**src/hdl/ipsc_pkg.sv**
```systemverilog
/*
  Constants of the interrupt pending set/clear block: register offsets,
  reset values, source bit positions and bus response codes.
  Assumes a 32-bit AXI4-Lite register bus and byte addressing.
*/
package ipsc_pkg;

  // Source count and bus widths
  localparam int IPSC_SRC_N = 17;
  localparam int IPSC_DATA_W = 32;
  localparam int IPSC_ADDR_W = 12;

  ////////////////////////////////////////////////////////////////////////////
  // Register byte offsets
  localparam logic [11:0] IPSC_OFS_ENABLE_SET = 12'h100;
  localparam logic [11:0] IPSC_OFS_ENABLE_CLEAR = 12'h180;
  localparam logic [11:0] IPSC_OFS_PEND_SET = 12'h200;
  localparam logic [11:0] IPSC_OFS_PEND_CLEAR = 12'h280;
  localparam logic [11:0] IPSC_OFS_EVENT_STATUS = 12'h400;
  localparam logic [11:0] IPSC_OFS_EVENT_MASK = 12'h404;

  ////////////////////////////////////////////////////////////////////////////
  // Reset values
  localparam logic [31:0] IPSC_RST_PEND = 32'h0000_0000;
  localparam logic [31:0] IPSC_RST_ENABLE = 32'h0000_0000;
  localparam logic [31:0] IPSC_RST_STATUS = 32'h0000_0000;
  localparam logic [31:0] IPSC_RST_MASK = 32'h0000_0000;

  ////////////////////////////////////////////////////////////////////////////
  // Source bit positions
  localparam int IPSC_BIT_TIMER_ONE = 0;
  localparam int IPSC_BIT_TIMER_TWO = 1;
  localparam int IPSC_BIT_MANAGEMENT = 2;
  localparam int IPSC_BIT_BASEBAND = 3;
  localparam int IPSC_BIT_SLEEP_TIMER = 4;
  localparam int IPSC_BIT_SERIAL_ONE = 5;
  localparam int IPSC_BIT_SERIAL_TWO = 6;
  localparam int IPSC_BIT_SECURITY = 7;
  localparam int IPSC_BIT_RADIO_TIMER = 8;
  localparam int IPSC_BIT_RADIO_TRANSMIT = 9;
  localparam int IPSC_BIT_RADIO_RECEIVE = 10;
  localparam int IPSC_BIT_ADC = 11;
  localparam int IPSC_BIT_EXT_LINE_A = 12;
  localparam int IPSC_BIT_EXT_LINE_B = 13;
  localparam int IPSC_BIT_EXT_LINE_C = 14;
  localparam int IPSC_BIT_EXT_LINE_D = 15;
  localparam int IPSC_BIT_DEBUG = 16;

  ////////////////////////////////////////////////////////////////////////////
  // AXI response codes
  localparam logic [1:0] IPSC_RESP_OKAY = 2'h0;
  localparam logic [1:0] IPSC_RESP_SLVERR = 2'h2;

endpackage

```
**src/hdl/ipsc_top.sv**
```systemverilog
/*
  Pending-state part of a top-level interrupt controller: pending and
  enable bits per source, an AXI4-Lite register slave, and an event
  status/mask pair driving one interrupt line.
  Assumes sources and core acknowledges are synchronous to sys_clk.
*/
// The implementer's own choice: register access over AXI4-Lite.
// What this block does
// - Writing one to a pending-set bit makes that source pending.
// - Writing zero to pending-set or pending-clear bits changes nothing.
// - Writing one to a pending-clear bit removes that source's pending state, unless that source requests in the same cycle.
// - Bits 0..7: timers 1,2, management, baseband, sleep, serial 1,2, security.
// - Bits 8..16: radio timer, transmit, receive, ADC, lines A-D, debug.
// - After reset no source is pending; both registers read zero.
// - Pending-set decodes at 0x200, pending-clear at 0x280.
// - Enable-set register at 0x100 sets enable bits on ones only.
`timescale 1ns/1ps
`default_nettype none

module ipsc_top
  import ipsc_pkg::*;
#(
  parameter int SRC_N = IPSC_SRC_N,
  parameter int ADDR_W = IPSC_ADDR_W
) (
  // Clock and reset
  input wire logic sys_clk,
  input wire logic rst_b,
  // Interrupt sources and core side
  input wire logic [SRC_N-1:0] src_req,
  input wire logic [SRC_N-1:0] core_ack,
  output logic [SRC_N-1:0] core_pend,
  output logic irq,
  // AXI4-Lite write address
  input wire logic [ADDR_W-1:0] s_axi_awaddr,
  input wire logic [2:0] s_axi_awprot,
  input wire logic s_axi_awvalid,
  output logic s_axi_awready,
  // AXI4-Lite write data
  input wire logic [31:0] s_axi_wdata,
  input wire logic [3:0] s_axi_wstrb,
  input wire logic s_axi_wvalid,
  output logic s_axi_wready,
  // AXI4-Lite write response
  output logic [1:0] s_axi_bresp,
  output logic s_axi_bvalid,
  input wire logic s_axi_bready,
  // AXI4-Lite read address
  input wire logic [ADDR_W-1:0] s_axi_araddr,
  input wire logic [2:0] s_axi_arprot,
  input wire logic s_axi_arvalid,
  output logic s_axi_arready,
  // AXI4-Lite read data
  output logic [31:0] s_axi_rdata,
  output logic [1:0] s_axi_rresp,
  output logic s_axi_rvalid,
  input wire logic s_axi_rready
);

  generate
    if (SRC_N <= IPSC_BIT_DEBUG || SRC_N > 31 || ADDR_W < 12 ||
        ADDR_W > 32) begin : g_bad_param
      $error("ipsc_top: unsupported SRC_N or ADDR_W");
    end
  endgenerate

  ////////////////////////////////////////////////////////////////////////////
  // State
  logic [SRC_N-1:0] pend;
  logic [SRC_N-1:0] enable;
  logic [SRC_N-1:0] status;
  logic [SRC_N-1:0] mask;
  logic [ADDR_W-1:0] aw_addr;
  logic [31:0] w_data;
  logic [3:0] w_strb;
  logic [SRC_N-1:0] next_pend;
  logic [SRC_N-1:0] next_enable;
  logic [SRC_N-1:0] next_status;
  logic [SRC_N-1:0] next_mask;

  ////////////////////////////////////////////////////////////////////////////
  // Write path decode
  wire aw_fire = s_axi_awvalid & s_axi_awready;
  wire w_fire = s_axi_wvalid & s_axi_wready;
  wire b_fire = s_axi_bvalid & s_axi_bready;
  wire ar_fire = s_axi_arvalid & s_axi_arready;
  wire r_fire = s_axi_rvalid & s_axi_rready;
  // Both halves held and no response pending: perform the write
  wire do_wr = ~s_axi_awready & ~s_axi_wready & ~s_axi_bvalid;
  wire [11:0] wa = {aw_addr[11:2], 2'b00};
  wire sel_w_eset = (wa == IPSC_OFS_ENABLE_SET);
  wire sel_w_eclr = (wa == IPSC_OFS_ENABLE_CLEAR);
  wire sel_w_pset = (wa == IPSC_OFS_PEND_SET);
  wire sel_w_pclr = (wa == IPSC_OFS_PEND_CLEAR);
  wire sel_w_stat = (wa == IPSC_OFS_EVENT_STATUS);
  wire sel_w_mask = (wa == IPSC_OFS_EVENT_MASK);
  wire hi_zero_w = (ADDR_W == 12) ? 1'b1 : (aw_addr >> 12) == '0;
  wire w_mapped = hi_zero_w & (sel_w_eset | sel_w_eclr | sel_w_pset |
                               sel_w_pclr | sel_w_stat | sel_w_mask);
  wire [31:0] strb_mask = {{8{w_strb[3]}}, {8{w_strb[2]}},
                           {8{w_strb[1]}}, {8{w_strb[0]}}};
  // Bits above the source count are dropped here
  wire [SRC_N-1:0] wr_bits = w_data[SRC_N-1:0] & strb_mask[SRC_N-1:0];
  wire [SRC_N-1:0] keep_mask = ~strb_mask[SRC_N-1:0];
  wire wr_ok = do_wr & hi_zero_w;
  wire [SRC_N-1:0] sw_pset = (wr_ok & sel_w_pset) ? wr_bits : '0;
  wire [SRC_N-1:0] sw_pclr = (wr_ok & sel_w_pclr) ? wr_bits : '0;
  wire [SRC_N-1:0] sw_eset = (wr_ok & sel_w_eset) ? wr_bits : '0;
  wire [SRC_N-1:0] sw_eclr = (wr_ok & sel_w_eclr) ? wr_bits : '0;
  wire [SRC_N-1:0] sw_sclr = (wr_ok & sel_w_stat) ? wr_bits : '0;
  wire mask_wr = wr_ok & sel_w_mask;

  ////////////////////////////////////////////////////////////////////////////
  // Pending, enable and event logic
  // A source request is the same as a pending-set write; set beats clear
  wire [SRC_N-1:0] pend_set = src_req | sw_pset;
  wire [SRC_N-1:0] pend_clr = sw_pclr | core_ack;
  // Zero bits in either set or clear leave the bit alone
  assign next_pend = (pend & ~pend_clr) | pend_set;
  assign next_enable = (enable & ~sw_eclr) | sw_eset;
  wire [SRC_N-1:0] new_pend = next_pend & ~pend;
  assign next_status = (status & ~sw_sclr) | new_pend;
  assign next_mask = mask_wr ? ((mask & keep_mask) | wr_bits) : mask;
  wire irq_next = |(next_status & next_mask);
  wire [SRC_N-1:0] core_pend_next = next_pend & next_enable;

  always_ff @(posedge sys_clk or negedge rst_b) begin
    if (!rst_b) begin
      pend <= IPSC_RST_PEND[SRC_N-1:0];
      enable <= IPSC_RST_ENABLE[SRC_N-1:0];
      status <= IPSC_RST_STATUS[SRC_N-1:0];
      mask <= IPSC_RST_MASK[SRC_N-1:0];
      irq <= 1'b0;
      core_pend <= '0;
    end else begin
      pend <= next_pend;
      enable <= next_enable;
      status <= next_status;
      mask <= next_mask;
      irq <= irq_next;
      core_pend <= core_pend_next;
    end
  end

  ////////////////////////////////////////////////////////////////////////////
  // AXI write channels
  always_ff @(posedge sys_clk or negedge rst_b) begin
    if (!rst_b) begin
      s_axi_awready <= 1'b1;
      s_axi_wready <= 1'b1;
      s_axi_bvalid <= 1'b0;
      s_axi_bresp <= IPSC_RESP_OKAY;
      aw_addr <= '0;
      w_data <= 32'h0000_0000;
      w_strb <= 4'h0;
    end else begin
      if (aw_fire) begin
        s_axi_awready <= 1'b0;
        aw_addr <= s_axi_awaddr;
      end
      if (w_fire) begin
        s_axi_wready <= 1'b0;
        w_data <= s_axi_wdata;
        w_strb <= s_axi_wstrb;
      end
      if (do_wr) begin
        s_axi_bvalid <= 1'b1;
        s_axi_bresp <= w_mapped ? IPSC_RESP_OKAY : IPSC_RESP_SLVERR;
      end
      if (b_fire) begin
        s_axi_bvalid <= 1'b0;
        s_axi_awready <= 1'b1;
        s_axi_wready <= 1'b1;
      end
    end
  end

  ////////////////////////////////////////////////////////////////////////////
  // AXI read channels
  wire [11:0] ra = {s_axi_araddr[11:2], 2'b00};
  wire hi_zero_r = (ADDR_W == 12) ? 1'b1 : (s_axi_araddr >> 12) == '0;
  wire sel_r_en = hi_zero_r & ((ra == IPSC_OFS_ENABLE_SET) |
                               (ra == IPSC_OFS_ENABLE_CLEAR));
  wire sel_r_pend = hi_zero_r & ((ra == IPSC_OFS_PEND_SET) |
                                 (ra == IPSC_OFS_PEND_CLEAR));
  wire sel_r_stat = hi_zero_r & (ra == IPSC_OFS_EVENT_STATUS);
  wire sel_r_mask = hi_zero_r & (ra == IPSC_OFS_EVENT_MASK);
  wire r_mapped = sel_r_en | sel_r_pend | sel_r_stat | sel_r_mask;
  wire [SRC_N-1:0] r_bits = sel_r_pend ? pend :
                            sel_r_en ? enable :
                            sel_r_stat ? status :
                            sel_r_mask ? mask : '0;
  // Upper bits always read zero
  wire [31:0] r_word = {{(32-SRC_N){1'b0}}, r_bits};

  always_ff @(posedge sys_clk or negedge rst_b) begin
    if (!rst_b) begin
      s_axi_arready <= 1'b1;
      s_axi_rvalid <= 1'b0;
      s_axi_rdata <= 32'h0000_0000;
      s_axi_rresp <= IPSC_RESP_OKAY;
    end else begin
      if (ar_fire) begin
        s_axi_arready <= 1'b0;
        s_axi_rvalid <= 1'b1;
        s_axi_rdata <= r_word;
        s_axi_rresp <= r_mapped ? IPSC_RESP_OKAY : IPSC_RESP_SLVERR;
      end
      if (r_fire) begin
        s_axi_rvalid <= 1'b0;
        s_axi_arready <= 1'b1;
      end
    end
  end

  ////////////////////////////////////////////////////////////////////////////
  // Assertions
  logic seen_clk;
  always_ff @(posedge sys_clk or negedge rst_b) begin
    if (!rst_b) begin
      seen_clk <= 1'b0;
    end else begin
      seen_clk <= 1'b1;
    end
  end
endmodule

`default_nettype wire

```
**config.mk**
```make
export PLATFORM = sky130hd
export DESIGN_NAME = ipsc_top
export DESIGN_NICKNAME = d
export VERILOG_FILES = /design/src/hdl/ipsc_pkg.sv /design/src/hdl/ipsc_top.sv
export SDC_FILE = /design/constraint.sdc
export NUM_CORES = 1
export LEC_CHECK = 0
export ABC_AREA = 1
export BUFFER_PORTS_ARGS = -buffer_cell sky130_fd_sc_hd__buf_2
export CORE_MARGIN = 4
export CORE_UTILIZATION = 50
export CTS_BUF_LIST = sky130_fd_sc_hd__clkbuf_4
export CTS_CLUSTER_SIZE = 16
export DETAILED_ROUTE_END_ITERATION = 7
export PLACE_DENSITY = 0.79
export SKIP_CTS_REPAIR_TIMING = 1
export SYNTH_ARGS = -nofsm -noshare
export SYNTH_HDL_FRONTEND = slang
export SYNTH_SLANG_ARGS = --single-unit
```
**constraint.sdc**
```tcl
create_clock -name sys_clk -period 1.71 [get_ports sys_clk]
set_input_delay 0 -clock sys_clk [delete_from_list [all_inputs] [get_ports sys_clk]]
set_output_delay 0 -clock sys_clk [all_outputs]
set_load 0.005 [all_outputs]
```
==> flow_metrics.env, run 1 <==
export IMPL_slew_viol_final=0
export IMPL_max_freq_mhz=509
export IMPL_wl_met1_microns=7700
export IMPL_fillers=869
export IMPL_design_area_sq_um=9300
export IMPL_cp_arrival_ns=2.42
export IMPL_status="finished, violations left"
export IMPL_synthToLayoutAreaGrowth_pct=41.3
export IMPL_gr_usage_all_layers_pct=24.1
export IMPL_synth_cell_type_count=41
export IMPL_dp_hpwl_microns=12500
export IMPL_grt_pass1_vias=5690
export IMPL_p_per_area_nw_per_um2=1160
export IMPL_cp_start_kind="register"
export IMPL_pre_cts_slack_ns=-0.167
export IMPL_peakVddDrop_v=0.000961
export IMPL_final_hold_viol_count=0
export IMPL_yosys_area_share_simple_pct=20.5
export IMPL_synth_mux_area_fraction_pct=3.59
export IMPL_clock_path_buffers=2
export IMPL_crit_buf_inv=1
export IMPL_end_kind="register"
export IMPL_setup_violations=51
export IMPL_crit_path_frequent_cell="nand2_1"
export IMPL_ys_ff_latch=140
export IMPL_worst_pin_slew_ns=0.725
export IMPL_dr_max_layer_used="met4"
export IMPL_fin_ws_ns=-0.255
export IMPL_p_leak_nw=4.61
export IMPL_multiInputGateArea_sq_um=2780
export IMPL_clk_latency_ns=0.56
export IMPL_synth_top_family_by_area="simple AND/OR/NAND/NOR gates"
export IMPL_drv_cap=0
export IMPL_synth_compound_area_share_pct=14.2
export IMPL_overflow=0
export IMPL_antenna_found_initial=1
export IMPL_critPathTopFamily="simple AND/OR/NAND/NOR gates"
export IMPL_ioPinCount=166
export IMPL_rows=41
export IMPL_grt_max_degree=55
export IMPL_io_buffers=122
export IMPL_ys_warn_count=0
export IMPL_die_y_microns=123
export IMPL_drt_wl_total_microns=19900
export IMPL_synth_avg_cell_area_sq_um=8.81
export IMPL_syn_cell_area_sq_um=6580
export IMPL_routed_wl_met3_microns=1650
export IMPL_setup_tns_ns=-5.52
export IMPL_clkTransAtPathRegs_ns=0.13
export IMPL_cts_made_buffers=17
export IMPL_crit_type="register to register"
export IMPL_layout_drive_gt1_share_pct=31.9
export IMPL_hold_path_class="input port to register"
export IMPL_die_area_sq_um=15100
export IMPL_slowest_stage="dfrtp_1"
export IMPL_start_util_pct=51.5
export IMPL_grt_setup_unrepaired="true"
export IMPL_period_minus_slack_ns=1.96
export IMPL_syn_inst=747
export IMPL_instances_no_fill=1205
export IMPL_cts_sinks=140
export IMPL_drc=0
export IMPL_required_ns=2.16
export IMPL_dp_cells=1084
export IMPL_cpPeakStageDelay_ns=0.43
export IMPL_grt_pass1_wl_microns=27800
export IMPL_drt_iter0_drc=509
export IMPL_wl_per_cell_microns=16.5
export IMPL_fin_crit_sh_pct=115
export IMPL_core_sq_um=12800
export IMPL_dpl_cell_area_sq_um=7800
export IMPL_synthAdderAreaFrac_pct=0
export IMPL_violations="setup timing"
export IMPL_nets=1126
export IMPL_yosys_area_share_xor_xnor_pct=0
export IMPL_place_gp_congestion=0.906
export IMPL_vias_per_cell=5.33
export IMPL_path_max_fanout=9
export IMPL_htreeDepth=4
export IMPL_via_count=6418
export IMPL_skew_ns=0.0195
export IMPL_hold_ws_ns=0.0369
export IMPL_cts_tree="yes"
export IMPL_wl_met2_microns=9900
export IMPL_seq_area_sq_um=3510
export IMPL_crit_chain="inv_1 > nand2_2 > nor3_4 > nand2_4 > o21ai_0 > nand2_1 > nand2_1 > nand2_1 > nor2_1 > nand2_1 > nor2_1 > nand2_1"
export IMPL_slew_limit_headroom_pct=51.4
export IMPL_dr_pass1_iters=5
export IMPL_die_x_microns=123
export IMPL_antenna_left=0
export IMPL_cts_root_buffer="clkbuf_4"
export IMPL_ys_seq_area_share_pct=53.3
[synth_stat cells]
cell	instances	share of area, %
nand2_1	149	8.5
dfrtp_1	137	52
inv_1	73	4.2
nor2_1	63	3.6
o21ai_0	54	4.1
o21ai_1	48	3.6
nand3_1	45	3.4
a21oi_1	32	2.4
mux2_2	21	3.6
buf_4	18	2.1
a31oi_1	13	1.2
inv_2	12	0.68
and2_1	11	1.0
clkbuf_1	10	0.57
o21bai_1	9	1.0
buf_2	4	0.30
nand3_2	4	0.61
o221ai_1	4	0.53
clkinv_1	3	0.17
dfstp_2	3	1.2
nor3_1	3	0.23
o211ai_2	3	0.57
buf_1	2	0.11
buf_6	2	0.34
nand2_2	2	0.19
nand3_4	2	0.53
nor2_2	2	0.19
nor3_4	2	0.49
o21ai_2	2	0.27
o22ai_1	2	0.19
or2_0	2	0.19
a32o_1	1	0.15
conb_1	1	0.057
nand2_4	1	0.17
nand3b_1	1	0.11
nand4_2	1	0.19
nor2_4	1	0.17
nor2_8	1	0.30
nor3_2	1	0.15
nor4_1	1	0.095
nor4_4	1	0.32
[layout make-up]
cell class / count / area share [%]
diodes: 1 / 0.0269
clock buffers: 18 / 1.45
clock inverters: 14 / 2.92
inverters: 88 / 3.58
multi-input cells: 499 / 29.9
flip-flops and latches: 140 / 37.7
well taps: 172 / 2.31
repair buffers: 273 / 22.1
[placed cells by master (no fill, tap or decap), types with 6 or more instances in the layout]
cell	synthesis	layout
dfrtp_1	137	137
o21ai_1	48	44
a21oi_1	32	32
buf_12	0	6
nor2_1	63	53
buf_4	18	61
nor2_2	2	11
inv_2	12	12
nand2_1	149	149
o21ai_0	54	31
dlygate4sd3_1	0	78
buf_2	4	121
bufinv_16	0	8
clkinv_1	3	6
nand3_1	45	43
o21bai_1	9	7
and2_1	11	9
inv_1	73	72
o21ai_2	2	29
clkbuf_4	0	18
conb_1	1	17
a31oi_1	13	13
mux2_2	21	21
[metal layers]
layer	GRT usage, %	vias up
li1	-	2991
met1	32.5	3065
met2	37.5	295
met3	5.90	67
met4	10.1	0
met5	0	-
[worst paths after layout]
| check | from | to | slack (ns) | cells after the start |
|---|---|---|---|---|
| worst max-delay path | aw_addr[6]$_DFFE_PN0P_ | irq$_DFF_PN0_ | -0.25 | 12 |
| worst min-delay path | s_axi_araddr[2] | s_axi_rdata[10]$_DFFE_PN0P_ | 0.04 | 8 |
| worst max register to register | aw_addr[6]$_DFFE_PN0P_ | irq$_DFF_PN0_ | -0.25 | 12 |
| worst min register to register | s_axi_rdata[9]$_DFFE_PN0P_ | s_axi_rdata[9]$_DFFE_PN0P_ | 0.49 | 2 |
| max in group asynchronous | rst_b | s_axi_arready$_DFFE_PN1P_ | 0.49 | 4 |
| min in group asynchronous | rst_b | aw_addr[7]$_DFFE_PN0P_ | 0.49 | 3 |
[cell families after synthesis]
logic type / Yosys count
simple gates: 293
compound gates: 168
flops: 140
buf+inv: 124
mux: 21
other cells: 1
[power breakdown]
part	internal (mW)	total, mW	switching (mW)	leakage (nW)
Combinational	1.53	3.49	1.96	2.72
Clock	1.75	2.95	1.20	0.205
Sequential	3.95	4.38	0.425	1.69
[flip-flops by register name, indices dropped and copies added, names as in the netlist, 3 cells and up]
| signal | count |
|---|---|
| aw_addr | 10 |
| core_pend | 17 |
| enable | 17 |
| mask | 17 |
| pend | 17 |
| s_axi_rdata | 17 |
| status | 17 |
| w_data | 17 |
| w_strb | 3 |
[tightest hold or removal path, cell delays in order]
cell and delay (ns):
buf_2 0.09, nor2_1 0.03, nand2_1 0.08, nor3_1 0.06
nand2_1 0.10, inv_1 0.07, nand2_1 0.06, a31oi_1 0.07
[through the flow]
| step | util, % | total power [mW] |
|---|---|---|
| floorplan | - | 5.94 |
| global placement | 61.1 | 7.29 |
| detailed placement | 61.1 | 7.37 |
| CTS | 64.2 | 10.3 |
| global route | 72.8 | 11.4 |
| finish | 72.8 | 10.8 |
Note: power is estimated with default switching activity, not from simulation.
==> run 2, diff against run 1 <==
- CORE_UTILIZATION: 50 -> 45
- PLACE_DENSITY: 0.79 -> 0.72
==> run 2 against run 1 <==
Compared with the run above:
- the flow still finishes with violations (setup timing)
- flip-flop and latch count unchanged
- combinational power down 5%
- non-clock buffer count unchanged
==> flow_metrics.env, run 2 (synthesized netlist as in run 1, its figures left out) <==
export IMPL_antenna_found_initial=0
export IMPL_fin_ws_ns=-0.162
export IMPL_required_ns=2.16
export IMPL_drt_iter0_drc=396
export IMPL_violations="setup timing"
export IMPL_htreeDepth=4
export IMPL_die_y_microns=129
export IMPL_final_hold_viol_count=0
export IMPL_dpl_cell_area_sq_um=7930
export IMPL_p_per_area_nw_per_um2=1060
export IMPL_grt_pass1_vias=5561
export IMPL_start_util_pct=46.7
export IMPL_setup_violations=26
export IMPL_grt_max_degree=54
export IMPL_p_leak_nw=4.49
export IMPL_worst_pin_slew_ns=0.619
export IMPL_rr_worst_depth=9
export IMPL_final_common_cell="nand2_1"
export IMPL_peakVddDrop_v=0.000769
export IMPL_core_sq_um=14100
export IMPL_dp_cells=1103
export IMPL_cp_start_kind="register"
export IMPL_end_kind="register"
export IMPL_die_x_microns=129
export IMPL_r2r_end="core_pend[5]$_DFF_PN0_"
export IMPL_fin_crit_sh_pct=109
export IMPL_io_buffers=122
export IMPL_crit_start="aw_addr[5]$_DFFE_PN0P_"
export IMPL_reg2reg_slack_ns=-0.16
export IMPL_slew_limit_headroom_pct=58.5
export IMPL_via_count=6110
export IMPL_synthToLayoutAreaGrowth_pct=37.1
export IMPL_antenna_left=0
export IMPL_rows=43
export IMPL_clkTransAtPathRegs_ns=0.12
export IMPL_vias_per_cell=5.05
export IMPL_place_gp_congestion=0.861
export IMPL_layout_drive_gt1_share_pct=29.6
export IMPL_gr_usage_all_layers_pct=21.5
export IMPL_drt_wl_total_microns=18800
export IMPL_clk_latency_ns=0.55
export IMPL_slew_viol_final=0
export IMPL_cp_arrival_ns=2.32
export IMPL_crit_end="core_pend[5]$_DFF_PN0_"
export IMPL_grt_setup_unrepaired="true"
export IMPL_cts_root_buffer="clkbuf_4"
export IMPL_grt_pass1_wl_microns=27800
export IMPL_clock_path_buffers=2
export IMPL_skew_ns=0.0178
export IMPL_path_max_fanout=5
export IMPL_cts_sinks=140
export IMPL_period_minus_slack_ns=1.87
export IMPL_status="finished, violations left"
export IMPL_cts_made_buffers=17
export IMPL_ioPinCount=166
export IMPL_hold_path_class="input port to register"
export IMPL_design_area_sq_um=9030
export IMPL_nets=1127
export IMPL_die_area_sq_um=16600
export IMPL_total_power_mw=9.57
export IMPL_final_cell_mix="nand2_1, dfrtp_1, buf_2, dlygate4sd3_1, inv_1"
export IMPL_hold_ws_ns=0.0835
export IMPL_dr_pass1_iters=5
export IMPL_cts_tree="yes"
export IMPL_drv_cap=0
export IMPL_dp_hpwl_microns=12900
export IMPL_num_antenna_cells=0
export IMPL_wl_per_cell_microns=15.6
export IMPL_max_freq_mhz=534
export IMPL_worstReg2RegStart="aw_addr[5]$_DFFE_PN0P_"
export IMPL_crit_type="register to register"
export IMPL_instances_no_fill=1211
export IMPL_overflow=0
export IMPL_drc=0
[run 2: power by group]
group | internal (mW) | switching (mW)
registers | 3.95 | 0.413
logic | 1.52 | 1.81
clock network | 0.705 | 1.16
[run 2: worst min-delay path by stage]
stage	from	end	slack, ns	cells past startpoint
final	s_axi_araddr[11]	s_axi_rdata[3]$_DFFE_PN0P_	0.08	6
after global routing	s_axi_araddr[10]	s_axi_rdata[10]$_DFFE_PN0P_	0.14	7
after CTS	rst_b	aw_addr[7]$_DFFE_PN0P_	-0.60	1
after detailed placement	rst_b	aw_addr[10]$_DFFE_PN0P_	0.008	1
after global placement	rst_b	aw_addr[10]$_DFFE_PN0P_	0.007	1
after floorplan	rst_b	aw_addr[10]$_DFFE_PN0P_	-0.30	0
[run 2: per-layer routing]
metal,global-route usage [%],share of wire [%],vias to the layer above
met3,4.23,6.3,19
li1,-,-,2976
met2,34.3,48,223
met5,0,0,-
met4,6.42,1.3,0
met1,29.8,44,2892
[run 2: critical path, stage by stage, from the launching register on]
cell	delay, ns
dfrtp_1	0.42
nor2_4	0.15
nand3_4	0.09
buf_12	0.14
nor3_4	0.17
nand3_2	0.16
buf_4	0.19
o21ai_0	0.14
o21ai_0	0.12
and2_1	0.18
[run 2: area by class of cell]
cell class	instances	area, sq um
fill	1207	5070
sequential	140	3510
multi-input combinational	500	2690
timing repair buffer	273	2050
inverter	88	333
tap	180	225
clock buffer	19	143
clock inverter	11	80.1
[run 2: through the flow]
step,utilization [%],setup slack (ns),setup TNS (ns)
floorplan,-,0.0771,0
global placement,56.3,-0.197,-0.676
detailed placement,56.3,-0.180,-1.36
CTS,57.8,-0.186,-1.94
global route,64.0,-0.256,-5.90
finish,64.0,-0.162,-2.07
